<file path="src/common/meter_decoder_pkg.sv">
// Shared constants and carrier types for the meter function and range decoder
package meter_decoder_pkg;
  localparam int MODE_W = 4;
  localparam int RANGE_W = 4;
  localparam int GROUPS = 4;
  localparam int ADDR_W = 2;
  // Word addresses of the register map
  localparam logic [ADDR_W-1:0] ADDR_CTRL = 2'h0;
  localparam logic [ADDR_W-1:0] ADDR_STATUS = 2'h1;
  localparam logic [ADDR_W-1:0] ADDR_SWITCH = 2'h2;
  // Measurement function codes and prefixes
  localparam logic [3:0] MODE_VOLT = 4'h0;
  localparam logic [3:0] MODE_DIODE = 4'h1;
  localparam logic [3:0] MODE_HBW_AC = 4'h3;
  localparam logic [2:0] MODE_RES_PFX = 3'h4;
  localparam logic [2:0] MODE_CAP_PFX = 3'h5;
  localparam logic [1:0] MODE_DIV_PFX = 2'h0;
  localparam logic [1:0] MODE_RC_PFX = 2'h2;
  // Ohm source field values
  localparam logic [1:0] SRC_HIZ = 2'h0;
  localparam logic [1:0] SRC_AUX5 = 2'h1;
  localparam logic [1:0] SRC_VRFH = 2'h2;
  localparam logic [1:0] SRC_SUPPLY = 2'h3;
  // Ohm source output select codes
  localparam logic [2:0] OHM_HIZ = 3'h0;
  localparam logic [2:0] OHM_AUX5 = 3'h1;
  localparam logic [2:0] OHM_VRFH = 3'h2;
  localparam logic [2:0] OHM_SUPPLY = 3'h3;
  localparam logic [2:0] OHM_ANALOG_GROUND = 3'h4;
  // Fixed reference level set select
  localparam logic [1:0] REF_OFF = 2'h0;
  localparam logic [1:0] REF_INTERNAL = 2'h1;
  localparam logic [1:0] REF_SUPPLY = 2'h2;
  localparam int BYTES_CTRL = 2;

  typedef struct packed {
    logic cap_range_select;
    logic [1:0] ohm_source_field;
    logic timebase_divider_select;
    logic [RANGE_W-1:0] measure_range_field;
    logic [MODE_W-1:0] measure_function_field;
  } ctrl_t;
  localparam ctrl_t CTRL_RESET = 12'h000;

  typedef struct packed {
    logic cap;
    logic diode;
    logic vsrc;
    logic short_test;
    logic direct_ac;
  } func_flags_t;

  typedef struct packed {
    logic [1:0] g10m;
    logic [GROUPS-1:0][2:0] g3;
  } switch_groups_t;
endpackage

</file>
<file path="src/logic/meter_function_range_decoder.sv">
// Function, range and source decoder with Avalon-MM control registers
// Function
// - Voltage mode 0000 drives all five function flags low.
// - Mode 0001 raises only diode; mode 0011 raises only vsrc and direct AC.
// - Modes 100x raise vsrc and short; modes 101x raise cap and vsrc only.
// - Range bits a..d steer the 1k, 10k, 100k and 1M groups; 10M uses all four.
// - Term e is the OR of the range bits and f is its complement.
// - In modes 00xx each group is 0 then its bit twice, and 10M is 0 then e.
// - In 1000/1001 each group is its bit three times; 10M is f,1 or f,f.
// - In 1010/1011 groups follow resistance; 10M is f,1 or f,f.
// - Vsrc low turns the reference set off; high picks set by divider select.
// - Without cap the ohm source follows the source field.
// - With cap the ohm source is Vrfh on toggle 0 and ground on toggle 1.
// - The charge toggle is the first comparator output.
// - The cap range bit picks the threshold pair of the comparator.
//
// Implementation choices: the register offsets and the Avalon-MM interface to the registers.
`timescale 1ns/100ps
`default_nettype none
module meter_function_range_decoder #(
  parameter int DATA_W = 32
) (
  input wire logic i_core_clk,
  input wire logic i_nrst,
  input wire logic [meter_decoder_pkg::ADDR_W-1:0] i_avs_address,
  input wire logic i_avs_read,
  input wire logic i_avs_write,
  input wire logic [DATA_W-1:0] i_avs_writedata,
  input wire logic [DATA_W/8-1:0] i_avs_byteenable,
  output logic [DATA_W-1:0] o_avs_readdata,
  output logic o_avs_waitrequest,
  input wire logic i_first_comparator_out,
  output meter_decoder_pkg::func_flags_t o_flags,
  output meter_decoder_pkg::switch_groups_t o_switch,
  output logic [1:0] o_ref_level_sel,
  output logic [2:0] o_ohm_source_sel,
  output logic [1:0] o_cap_threshold_sel
);
  import meter_decoder_pkg::*;

  // Narrow buses cannot carry the switch word
  if (DATA_W < 16 || DATA_W % 8 != 0) begin : g_bad_width
    $error("DATA_W must be a multiple of 8 and at least 16");
  end

  typedef enum logic [1:0] {
    BUS_IDLE = 2'b01,
    BUS_ACK = 2'b10
  } bus_state_t;

  bus_state_t bus_state_reg;
  bus_state_t bus_state_next;
  logic wait_reg;
  logic wait_next;
  logic [DATA_W-1:0] rdata_reg;
  logic [DATA_W-1:0] rdata_next;
  ctrl_t ctrl_reg;
  ctrl_t ctrl_next;
  logic [BYTES_CTRL*8-1:0] merged;
  logic [DATA_W-1:0] read_mux;

  func_flags_t flags_reg;
  func_flags_t flags_next;
  switch_groups_t switch_reg;
  switch_groups_t switch_next;
  logic [1:0] ref_reg;
  logic [1:0] ref_next;
  logic [2:0] ohm_reg;
  logic [2:0] ohm_next;
  logic [1:0] thr_reg;
  logic [1:0] thr_next;
  logic range_any;
  logic range_none;
  logic [MODE_W-1:0] mode;

  // Read mux over the live register and output state
  always_comb begin
    unique case (i_avs_address)
      ADDR_CTRL: read_mux = DATA_W'(ctrl_reg);
      ADDR_STATUS: read_mux = DATA_W'({ohm_reg, ref_reg, thr_reg, flags_reg});
      ADDR_SWITCH: read_mux = DATA_W'(switch_reg);
      default: read_mux = '0; // Unmapped word reads as zero
    endcase
  end

  // Bus handshake: one wait cycle, then commit at the edge waitrequest is low
  always_comb begin
    bus_state_next = bus_state_reg;
    wait_next = 1'b1;
    rdata_next = rdata_reg;
    ctrl_next = ctrl_reg;
    merged = {{(BYTES_CTRL*8-$bits(ctrl_t)){1'b0}}, ctrl_reg};
    for (int b = 0; b < BYTES_CTRL; b++) begin
      if (i_avs_byteenable[b]) begin
        merged[b*8 +: 8] = i_avs_writedata[b*8 +: 8];
      end
    end
    unique case (bus_state_reg)
      BUS_IDLE: begin
        if (i_avs_read || i_avs_write) begin
          bus_state_next = BUS_ACK;
          wait_next = 1'b0;
          if (i_avs_read) begin
            rdata_next = read_mux;
          end
        end
      end
      BUS_ACK: begin
        bus_state_next = BUS_IDLE;
        // Writes to other words are dropped but still answered
        if (i_avs_write && i_avs_address == ADDR_CTRL) begin
          ctrl_next = ctrl_t'(merged[$bits(ctrl_t)-1:0]);
        end
      end
    endcase
  end

  always_ff @(posedge i_core_clk or negedge i_nrst) begin
    if (!i_nrst) begin
      bus_state_reg <= BUS_IDLE;
      wait_reg <= 1'b1;
      rdata_reg <= '0;
      ctrl_reg <= CTRL_RESET;
    end else begin
      bus_state_reg <= bus_state_next;
      wait_reg <= wait_next;
      rdata_reg <= rdata_next;
      ctrl_reg <= ctrl_next;
    end
  end

  assign mode = ctrl_reg.measure_function_field;
  assign range_any = |ctrl_reg.measure_range_field;
  assign range_none = ~range_any;

  // Decoder; registered so each output is a clean flop, costing one cycle
  always_comb begin
    flags_next = '0;
    switch_next = '0;
    if (mode == MODE_DIODE) begin
      flags_next.diode = 1'b1;
    end else if (mode == MODE_HBW_AC) begin
      flags_next.vsrc = 1'b1;
      flags_next.direct_ac = 1'b1;
    end else if (mode[3:1] == MODE_RES_PFX) begin
      flags_next.vsrc = 1'b1;
      flags_next.short_test = 1'b1;
    end else if (mode[3:1] == MODE_CAP_PFX) begin
      flags_next.cap = 1'b1;
      flags_next.vsrc = 1'b1;
    end
    // One range bit per group, bit a on the 1k group
    for (int i = 0; i < GROUPS; i++) begin
      if (mode[3:2] == MODE_DIV_PFX) begin
        switch_next.g3[i] = {1'b0, {2{ctrl_reg.measure_range_field[RANGE_W-1-i]}}};
      end else if (mode[3:2] == MODE_RC_PFX) begin
        switch_next.g3[i] = {3{ctrl_reg.measure_range_field[RANGE_W-1-i]}};
      end
    end
    // 10M group built from e and f
    if (mode[3:2] == MODE_DIV_PFX) begin
      switch_next.g10m = {1'b0, range_any};
    end else if (mode[3:2] == MODE_RC_PFX) begin
      switch_next.g10m = {range_none, mode[0] ? range_none : 1'b1};
    end
    if (!flags_next.vsrc) begin
      ref_next = REF_OFF;
    end else if (ctrl_reg.timebase_divider_select) begin
      ref_next = REF_SUPPLY;
    end else begin
      ref_next = REF_INTERNAL;
    end
    if (flags_next.cap) begin
      ohm_next = i_first_comparator_out ? OHM_ANALOG_GROUND : OHM_VRFH;
    end else begin
      unique case (ctrl_reg.ohm_source_field)
        SRC_HIZ: ohm_next = OHM_HIZ;
        SRC_AUX5: ohm_next = OHM_AUX5;
        SRC_VRFH: ohm_next = OHM_VRFH;
        SRC_SUPPLY: ohm_next = OHM_SUPPLY;
      endcase
    end
    // Pair select, with the phase beside it
    thr_next = {ctrl_reg.cap_range_select, i_first_comparator_out};
  end

  // Outputs refresh every cycle from the held inputs
  always_ff @(posedge i_core_clk or negedge i_nrst) begin
    if (!i_nrst) begin
      flags_reg <= '0;
      switch_reg <= '0;
      ref_reg <= REF_OFF;
      ohm_reg <= OHM_HIZ;
      thr_reg <= 2'h0;
    end else begin
      flags_reg <= flags_next;
      switch_reg <= switch_next;
      ref_reg <= ref_next;
      ohm_reg <= ohm_next;
      thr_reg <= thr_next;
    end
  end

  assign o_avs_readdata = rdata_reg;
  assign o_avs_waitrequest = wait_reg;
  assign o_flags = flags_reg;
  assign o_switch = switch_reg;
  assign o_ref_level_sel = ref_reg;
  assign o_ohm_source_sel = ohm_reg;
  assign o_cap_threshold_sel = thr_reg;
endmodule
`default_nettype wire

</file>
<file path="config.mk">
export PLATFORM = sky130hd
export DESIGN_NAME = meter_function_range_decoder
export DESIGN_NICKNAME = d
export VERILOG_FILES = /design/src/common/meter_decoder_pkg.sv /design/src/logic/meter_function_range_decoder.sv
export SDC_FILE = /design/constraint.sdc
export NUM_CORES = 1
export LEC_CHECK = 0
export ABC_AREA = 1
export BUFFER_PORTS_ARGS = -buffer_cell sky130_fd_sc_hd__buf_2
export CAP_MARGIN = 10
export CORE_MARGIN = 4
export CORE_UTILIZATION = 41
export CTS_BUF_LIST = sky130_fd_sc_hd__clkbuf_2
export DETAILED_ROUTE_END_ITERATION = 10
export PLACE_DENSITY = 0.82
export SYNTH_ARGS = -nofsm -noshare
export SYNTH_HDL_FRONTEND = slang
export SYNTH_SLANG_ARGS = --single-unit
export TNS_END_PERCENT = 10
</file>
<file path="constraint.sdc">
create_clock -name i_core_clk -period 1.4 [get_ports i_core_clk]
set_input_delay 0.14 -clock i_core_clk [delete_from_list [all_inputs] [get_ports i_core_clk]]
set_output_delay 0.14 -clock i_core_clk [all_outputs]
set_load 0.02 [all_outputs]
</file>
==> out/qor.txt, run 1 <==
outcome - complete, no violations
Leak - 1.67 nW
vias in the first global route - 1855
clk slew on worst S/H paths - 0.24 ns
Register Area - 1280 sq um
CP startpoint - o_avs_waitrequest$_DFF_PN1_
root buffer cell - clkbuf_2
Clock Skews - 0.0239 ns
port bufs - 61
reg2reg setup slack - 0.14 ns
row count - 27
Hold Violations, Final - 0
full die area - 6900 sq um
# IOs - 102
worst-path fanout max - 1
vias per inst - 4.40
Final Cell Area - 2790 sq um
drt first pass iters - 4
antenna violations before repair - 0
dpl hpwl - 3.92 mm
Reg-to-Reg Start - bus_state_reg[0]$_DFFE_PN1P_
Final Util - 0.510
max-slew violations - 0
synth top area cells - dfrtp_1 (53%), nand2_1 (17%), nand3_1 (8.2%), buf_4 (7.5%), inv_1 (3.2%)
Max Clock Freq - 785 MHz
Post-CTS Resized - 0
Inserted Diodes - 0
dpl cell area - 2590 sq um
Final GP Congestion - 0.847
Mapped Avg Cell Area - 8.53 sq um
Data arrival, critical path - 1.13 ns
WL final - 4.97 mm
largest net degree at the start of global routing - 36
CP max stage cell - dfstp_2
maximum vdd drop - 0.837 mV
overflow left after global routing - 0
crit-path max cell delay - 0.57 ns
Final Net Count - 390
Critical Path RT - 1.26 ns
crit end category - primary output
max reg flops - 14
most area-hungry cell type in the Yosys netlist - dfrtp_1
drt initial violations - 71
TNS Setup - 0 ns
Synth top area share - 0.530
Power Density - 1860 nW/um^2
synthesized area - 2310 sq um
CTS sink cnt - 51
synthesized flop and latch total - 51
final setup vio count - 0
Die W - 83.1 um
fin crit period - 1.27 ns
DR vias - 1847
Initial Util - 0.422
HP Start - i_avs_write
clk buf depth - 2
WS Path Type - reg -> out
RSZ-0062 raised after global routing - no
CTS tree - done
Final period util - 0.910
synth unique cells - 19
CTS buffer count - 5
CP cell instances - buf_2
Max H-tree Level - 2
clock latency on the worst-skew pair - 0.41 ns
Mapped Cells - 271
sequential fraction of the synthesis area - 0.553
Worst path top cell family by delay - flip-flops
DIE HEIGHT - 83.1 um
Detail Route Antenna Nets - 0
Core Region - 5470 sq um
fin cells - 420
multi-input logic area - 790 sq um
YS warnings - 0
Buf+Inv Stages, Crit Path - 1
# DRC - 0
worst hold path type - in -> reg
Placed Cells - 396
Layout area overhead - 20.8%
Max Cap Viol - 0
layout cell share with drive strength beyond 1 - 0.247
drt wl/cell - 11.8 um
crit path launch type - register
Global Route Usage Sum - 0.153
Fill cells - 560
global-route wire length before repair - 8.63 mm
==> Yosys cell counts (all sizes together) <==
| cell type | instances |
|---|---|
| a21boi | 1 |
| a21oi | 1 |
| buf | 29 |
| conb | 1 |
| dfrtp | 49 |
| dfstp | 2 |
| inv | 23 |
| nand2 | 105 |
| nand3 | 38 |
| nor2 | 20 |
| o21ai | 2 |
==> through the flow <==
step | worst slack (ns) | hold slack (ns) | power, mW
after floorplan | 0.282 | -0.156 | 3.99
after global placement | 0.211 | 0.0866 | 4.57
after detailed placement | 0.188 | 0.0967 | 4.66
after CTS | 0.109 | 0.00263 | 5.24
after global routing | 0.0482 | 0.0213 | 5.61
final | 0.126 | 0.0152 | 5.20
==> final timing paths <==
kind                       cells after the start                               end
max                                            1                 o_avs_waitrequest
min                                            4      bus_state_reg[0]$_DFFE_PN1P_
max reg2reg                                    5    o_avs_readdata[13]$_DFFE_PN0P_
min reg2reg                                    0  o_cap_threshold_sel[1]$_DFF_PN0_
max in group asynchronous                      3       o_avs_waitrequest$_DFF_PN1_
min in group asynchronous                      2     o_avs_readdata[0]$_DFFE_PN0P_
==> per-layer routing <==
layer	up-vias	routed length (um)	track usage
met5	-	0	0
met4	0	85	0.0535
met3	8	397	0.0476
met2	74	2290	0.240
met1	816	2200	0.201
li1	949	-	-
==> where the power goes <==
| group | switching [mW] | internal, mW | total [mW] |
|---|---|---|---|
| Sequential | 0.468 | 2.07 | 2.53 |
| Clock | 0.431 | 0.136 | 0.568 |
| Combinational | 1.40 | 0.703 | 2.10 |
| Total | 2.29 | 2.91 | 5.20 |
==> repair_timing <==
item	4_1_cts	5_1_grt
endpoints found under the hold margin	66	0
hold buffers	16	0
buffers inserted	0	0
==> area by class of cell <==
| class | instances | share of cell area |
|---|---|---|
| Inverter | 23 | 0.0309 |
| Tap cell | 72 | 0.0323 |
| Multi-Input combinational cell | 185 | 0.283 |
| Sequential cell | 51 | 0.458 |
| Clock buffer | 7 | 0.0125 |
| Clock inverter | 1 | 0.00179 |
| Timing Repair Buffer | 81 | 0.182 |
==> cells by family after synthesis <==
kind of cell	Yosys count	synth area share
flops	51	0.553
buf+inv	52	0.133
simple gates	163	0.302
other cells	1	0.00162
compound gates	4	0.00974
==> cells in the final DEF, fill, tap and decap left out <==
cell type,netlist,routed
nor2_2,2,2
nor2_4,3,3
a21boi_1,1,1
buf_4,23,3
inv_2,3,3
o21ai_1,1,1
clkbuf_2,0,7
buf_2,3,61
a21oi_1,1,1
dfstp_2,2,2
conb_1,1,18
nand2_1,102,102
dfrtp_1,49,49
buf_12,0,1
dlygate4sd3_1,0,16
inv_1,20,20
nor2_1,15,15
nand2_2,2,2
nand2_4,1,1
nand3_1,38,38
clkinv_2,0,1
o21ai_0,1,1
(Power assumes the default switching activity.)
==> run 2, diff against run 1 <==
SLEW_MARGIN = 20   (was unset)
clock period = 1.5 ns   (was 1.4 ns; I/O delays follow)
==> run 2 against run 1 <==
Effect of this change: utilization decreased by 0.091 points; via count decreased by 0.43%; largest power group unchanged; setup slack improved by 0.10 ns; global-route usage decreased by 0.24 points; cell area decreased by 0.18%; hold slack improved by 0.044 ns; first-iteration DRC count increased by 9.9%; power decreased by 6.9%; clock-buffer cell count decreased by 1; combinational power decreased by 7%; sequential cell count unchanged.
==> out/qor.txt, run 2 (same netlist as run 1, synthesis figures left out) <==
outcome - complete, no violations
Core Region - 5470 sq um
Hold Violations, Final - 0
clock power share - 0.111
Final period util - 0.848
Reg2Reg Depth - 5
fin cells - 419
Inserted Diodes - 0
Critical Path RT - 1.35 ns
clk buf depth - 2
Final Net Count - 389
largest net degree at the start of global routing - 33
Total Power - 4.84 mW
Die W - 83.1 um
layout cell share with drive strength beyond 1 - 0.245
global-route wire length before repair - 8.55 mm
Reg-to-Reg Start - bus_state_reg[0]$_DFFE_PN1P_
# DRC - 0
crit end category - primary output
worst-path fanout max - 1
Comb pwr share - 0.405
Seq pwr share - 0.484
Power Density - 1740 nW/um^2
Worst path top cell family by delay - flip-flops
drt initial violations - 78
root buffer cell - clkbuf_2
hold_buf cts - 16
vias per inst - 4.39
CTS buffer count - 5
Final GP Congestion - 0.801
Layout area overhead - 20.6%
Max Clock Freq - 786 MHz
antenna violations before repair - 0
R2R Path End - o_avs_readdata[13]$_DFFE_PN0P_
Sw Ratio - 0.442
drt wl/cell - 11.6 um
full die area - 6900 sq um
Fill cells - 545
switching power - 2.14 mW
Worst Hold Slack - 0.0595 ns
final worst slack - 0.228 ns
Data arrival, critical path - 1.12 ns
Crit. path cell count - 1
CTS sink cnt - 51
crit path launch type - register
Max Cap Viol - 0
max-slew violations - 0
port bufs - 61
# IOs - 102
drt first pass iters - 4
clk slew on worst S/H paths - 0.23 ns
Cell Int Power - 2.70 mW
Clock Skews - 0.0242 ns
maximum vdd drop - 0.696 mV
TNS Setup - 0 ns
CTS tree - done
Post-CTS Resized - 0
dpl cell area - 2580 sq um
WS Path Type - reg -> out
Detail Route Antenna Nets - 0
overflow left after global routing - 0
worst hold path type - in -> reg
RSZ-0062 raised after global routing - no
commonest non-fill, non-tap cell in the layout - nand2_1
crit-path max cell delay - 0.56 ns
Place WS - 0.300 ns
Initial Util - 0.422
fin crit period - 1.27 ns
WL final - 4.88 mm
clock latency on the worst-skew pair - 0.43 ns
CP startpoint - o_avs_waitrequest$_DFF_PN1_
CP max stage cell - dfstp_2
Buf+Inv Stages, Crit Path - 1
dpl hpwl - 3.89 mm
Leak - 1.66 nW
DIE HEIGHT - 83.1 um
Placed Cells - 395
Final Cell Area - 2790 sq um
CP endpoint - o_avs_waitrequest
max reg flops - 14
row count - 27
DR vias - 1839
Final Util - 0.509
CP cell instances - buf_2
final setup vio count - 0
reg2reg setup slack - 0.29 ns
vias in the first global route - 1818
most frequent cells in the layout - nand2_1 (102), buf_2 (61), dfrtp_1 (49)
Max H-tree Level - 2
Global Route Usage Sum - 0.151
Post-CTS Setup Repair Bufs - 0
==> run 2: how the worst min path moves through the flow <==
stage | startpoint | endpoint | slack, ns | cells after the start
after detailed placement | i_nrst | o_avs_readdata[1]$_DFFE_PN0P_ | 0.14 | 1
after CTS | i_avs_write | bus_state_reg[0]$_DFFE_PN1P_ | 0.007 | 4
after floorplan | i_nrst | bus_state_reg[1]$_DFFE_PN0P_ | -0.15 | 0
after global routing | i_avs_write | bus_state_reg[0]$_DFFE_PN1P_ | 0.04 | 4
after global placement | i_nrst | o_avs_readdata[0]$_DFFE_PN0P_ | 0.13 | 1
final | i_avs_write | bus_state_reg[0]$_DFFE_PN1P_ | 0.06 | 4
==> run 2: power groups by stage <==
stage	combinational, mW	clock (mW)	sequential (mW)
after global placement	1.90	0	2.36
after global routing	2.17	0.621	2.43
after floorplan	0.990	0	2.73
after CTS	1.98	0.559	2.35
final	1.96	0.535	2.34
after detailed placement	1.95	0	2.38
==> run 2: area by class of cell <==
cell class                      instances  area (sq um)  area share
Clock buffer                            6          30.0      0.0108
Clock inverter                          2          12.5     0.00449
Inverter                               23          86.3      0.0310
Multi-Input combinational cell        185           790       0.283
Sequential cell                        51          1280       0.459
Tap cell                               72          90.1      0.0323
Timing Repair Buffer                   80           500       0.180
==> run 2: worst min-delay path, stage by stage <==
cell and delay, ns:
buf_2 0.12, inv_1 0.04, nand2_1 0.07, o21ai_0 0.10
==> run 2: per-layer routing <==
metal | GRT usage | share of wire
met1 | 0.187 | 0.43
met2 | 0.250 | 0.48
met3 | 0.0526 | 0.077
met4 | 0.0401 | 0.010
met5 | 0 | 0
==> run 3, diff against run 2 <==
ABC_AREA = 0   (was 1)
clock period = 1.32 ns   (was 1.5 ns; I/O delays follow)
==> run 3 against run 2 <==
Effect of this change: the run now ends with setup timing left; area after synthesis down 1.3%; final cell count is 15% lower; sequential cell count unchanged; synthesized cell count shrank 25%; power rose by 26%; utilization rose by 4.1 points; critical path depth is 2 higher; hold slack better by 0.011 ns; clock skew is 0.014 ns lower; die area decreased by 1.2%; first-iteration DRC count increased by 2.6%; highest routed layer unchanged.
==> out/qor.txt, run 3 <==
outcome - finished, violations left
violated checks - setup timing
Final Cell Area - 2880 sq um
CP cell instances - and2b_2, nand4_4, mux2_4
most frequent cells in the layout - buf_2 (61), dfrtp_1 (49), nand2_1 (18), conb_1 (18), dlygate4sd3_1 (16)
Inserted Diodes - 0
Global Route Usage Sum - 0.156
synthesized area - 2280 sq um
Final Util - 0.551
crit-path max cell delay - 0.57 ns
CTS sink cnt - 51
Initial Util - 0.436
# IOs - 102
M1 GR Usage - 0.172
dpl hpwl - 3.62 mm
synth unique cells - 33
full die area - 6820 sq um
Mapped Avg Cell Area - 11.2 sq um
clock latency on the worst-skew pair - 0.42 ns
Power Density - 2120 nW/um^2
crit path launch type - register
CTS tree - done
Die W - 82.6 um
Mapped Cells - 204
cell with the most instances after synthesis - dfrtp_1
RSZ-0062 raised after global routing - yes
clk buf depth - 2
worst-path fanout max - 8
Data arrival, critical path - 1.75 ns
final setup vio count - 12
drt first pass iters - 4
number of synthesized flops with an enable pin - 0
CP max stage cell - dfstp_2
fin cells - 356
Max H-tree Level - 2
WL final - 5.05 mm
commonest non-fill, non-tap cell in the layout - buf_2
final worst slack - -0.0924 ns
sequential fraction of the synthesis area - 0.560
Final period util - 1.07
most area-hungry cell type in the Yosys netlist - dfrtp_1
Buf+Inv Stages, Crit Path - 0
Core Region - 5240 sq um
crit end category - register
worst hold path type - in -> reg
Commonest cells post-synth - dfrtp_1 (49), buf_4 (24), nand2_1 (18)
Critical Path RT - 1.66 ns
Max Cap Viol - 0
CTS buffer count - 5
row count - 26
Synth top area share - 0.537
Layout area overhead - 26.4%
# DRC - 0
largest net degree at the start of global routing - 52
vias per inst - 4.73
Placed Cells - 331
clk slew on worst S/H paths - 0.22 ns
Final GP Congestion - 0.847
DR vias - 1684
synth top area cells - dfrtp_1 (54%), buf_4 (7.9%), mux2_2 (5.9%), a31oi_1 (3.3%), nand2_1 (3.0%)
YS warnings - 0
max-slew violations - 0
Detail Route Antenna Nets - 0
synthesized flop and latch total - 51
gr busiest metal - met2
max reg flops - 14
ys async rst share - 1.00
Final Net Count - 328
Top FF cell, synth - dfrtp_1
overflow left after global routing - 0
vias in the first global route - 1625
drt wl/cell - 14.2 um
maximum vdd drop - 1.31 mV
Worst Hold Slack - 0.0703 ns
fin crit period - 1.41 ns
port bufs - 61
root buffer cell - clkbuf_2
met3 GRT Util - 0.0510
Hold Violations, Final - 0
layout cell share with drive strength beyond 1 - 0.346
dpl cell area - 2620 sq um
global-route wire length before repair - 7.87 mm
Worst path top cell family by delay - flip-flops
drt initial violations - 80
met2 Usage GRT - 0.274
Max Clock Freq - 708 MHz
antenna violations before repair - 0
Clock Skews - 0.0105 ns
Leak - 1.48 nW
TNS Setup - -0.798 ns
WS Path Type - reg -> reg
DIE HEIGHT - 82.6 um
==> run 3: final timing paths <==
path,end,cells past startpoint,slack (ns),startpoint
max,mode[1]$_DFFE_PN0P_,3,-0.09,bus_state_reg[0]$_DFFE_PN1P_
min,o_avs_readdata[10]$_DFFE_PN0P_,3,0.07,i_avs_address[0]
max reg2reg,mode[1]$_DFFE_PN0P_,3,-0.09,bus_state_reg[0]$_DFFE_PN1P_
min reg2reg,o_cap_threshold_sel[1]$_DFF_PN0_,0,0.45,ctrl_reg[11]$_DFFE_PN0P_
max in group asynchronous,o_avs_waitrequest$_DFF_PN1_,3,0.88,i_nrst
min in group asynchronous,bus_state_reg[1]$_DFFE_PN0P_,3,0.18,i_nrst
==> run 3: cells by family (layout without fill, tap and decap cells) <==
logic type / Yosys count / after routing / synth area share
AO/OA/AOI/OAI: 26 / 26 / 0.0724
flip-flops: 51 / 51 / 0.560
multiplexers: 17 / 17 / 0.0811
other: 1 / 18 / 0.00164
buffers and inverters: 35 / 100 / 0.102
AND/OR/NAND/NOR: 74 / 74 / 0.183
==> run 3: tightest hold or removal path: stages <==
cell and delay [ns]:
buf_2 0.16, a21o_1 0.12, a31oi_1 0.07
==> run 3: layout make-up <==
type | count | area (sq um)
Clock buffer | 7 | 35.0
Clock inverter | 1 | 5.00
Fill cell | 466 | 2350
Inverter | 4 | 15.0
Multi-Input combinational cell | 135 | 890
Sequential cell | 51 | 1280
Tap cell | 70 | 87.6
Timing Repair Buffer | 88 | 573
==> run 3: metrics by stage <==
step	worst slack [ns]	power (mW)
finish	-0.0924	6.11
floorplan	-0.00870	4.44
CTS	-0.0904	6.12
detailed placement	-0.0797	5.38
global route	-0.131	6.54
global placement	-0.0567	5.28
==> run 3: power by group <==
part / internal, mW / switching [mW]
sequential: 2.22 / 0.463
combinational: 1.21 / 1.61
clock: 0.144 / 0.452
total: 3.58 / 2.53
==> run 3: routing by layer <==
layer  up-vias  wire (um)
met3        12        394
met1       799       2030
met4         0        117
met2        68       2500
li1        805          -
met5         -          0
==> run 3: timing repair <==
action,4_1_cts,5_1_grt
hold buffers,16,0
setup endpoints to repair,12,16
hold endpoints to repair,68,0
pin swaps,1,0
setup buffers,0,1
gates resized for setup,13,1
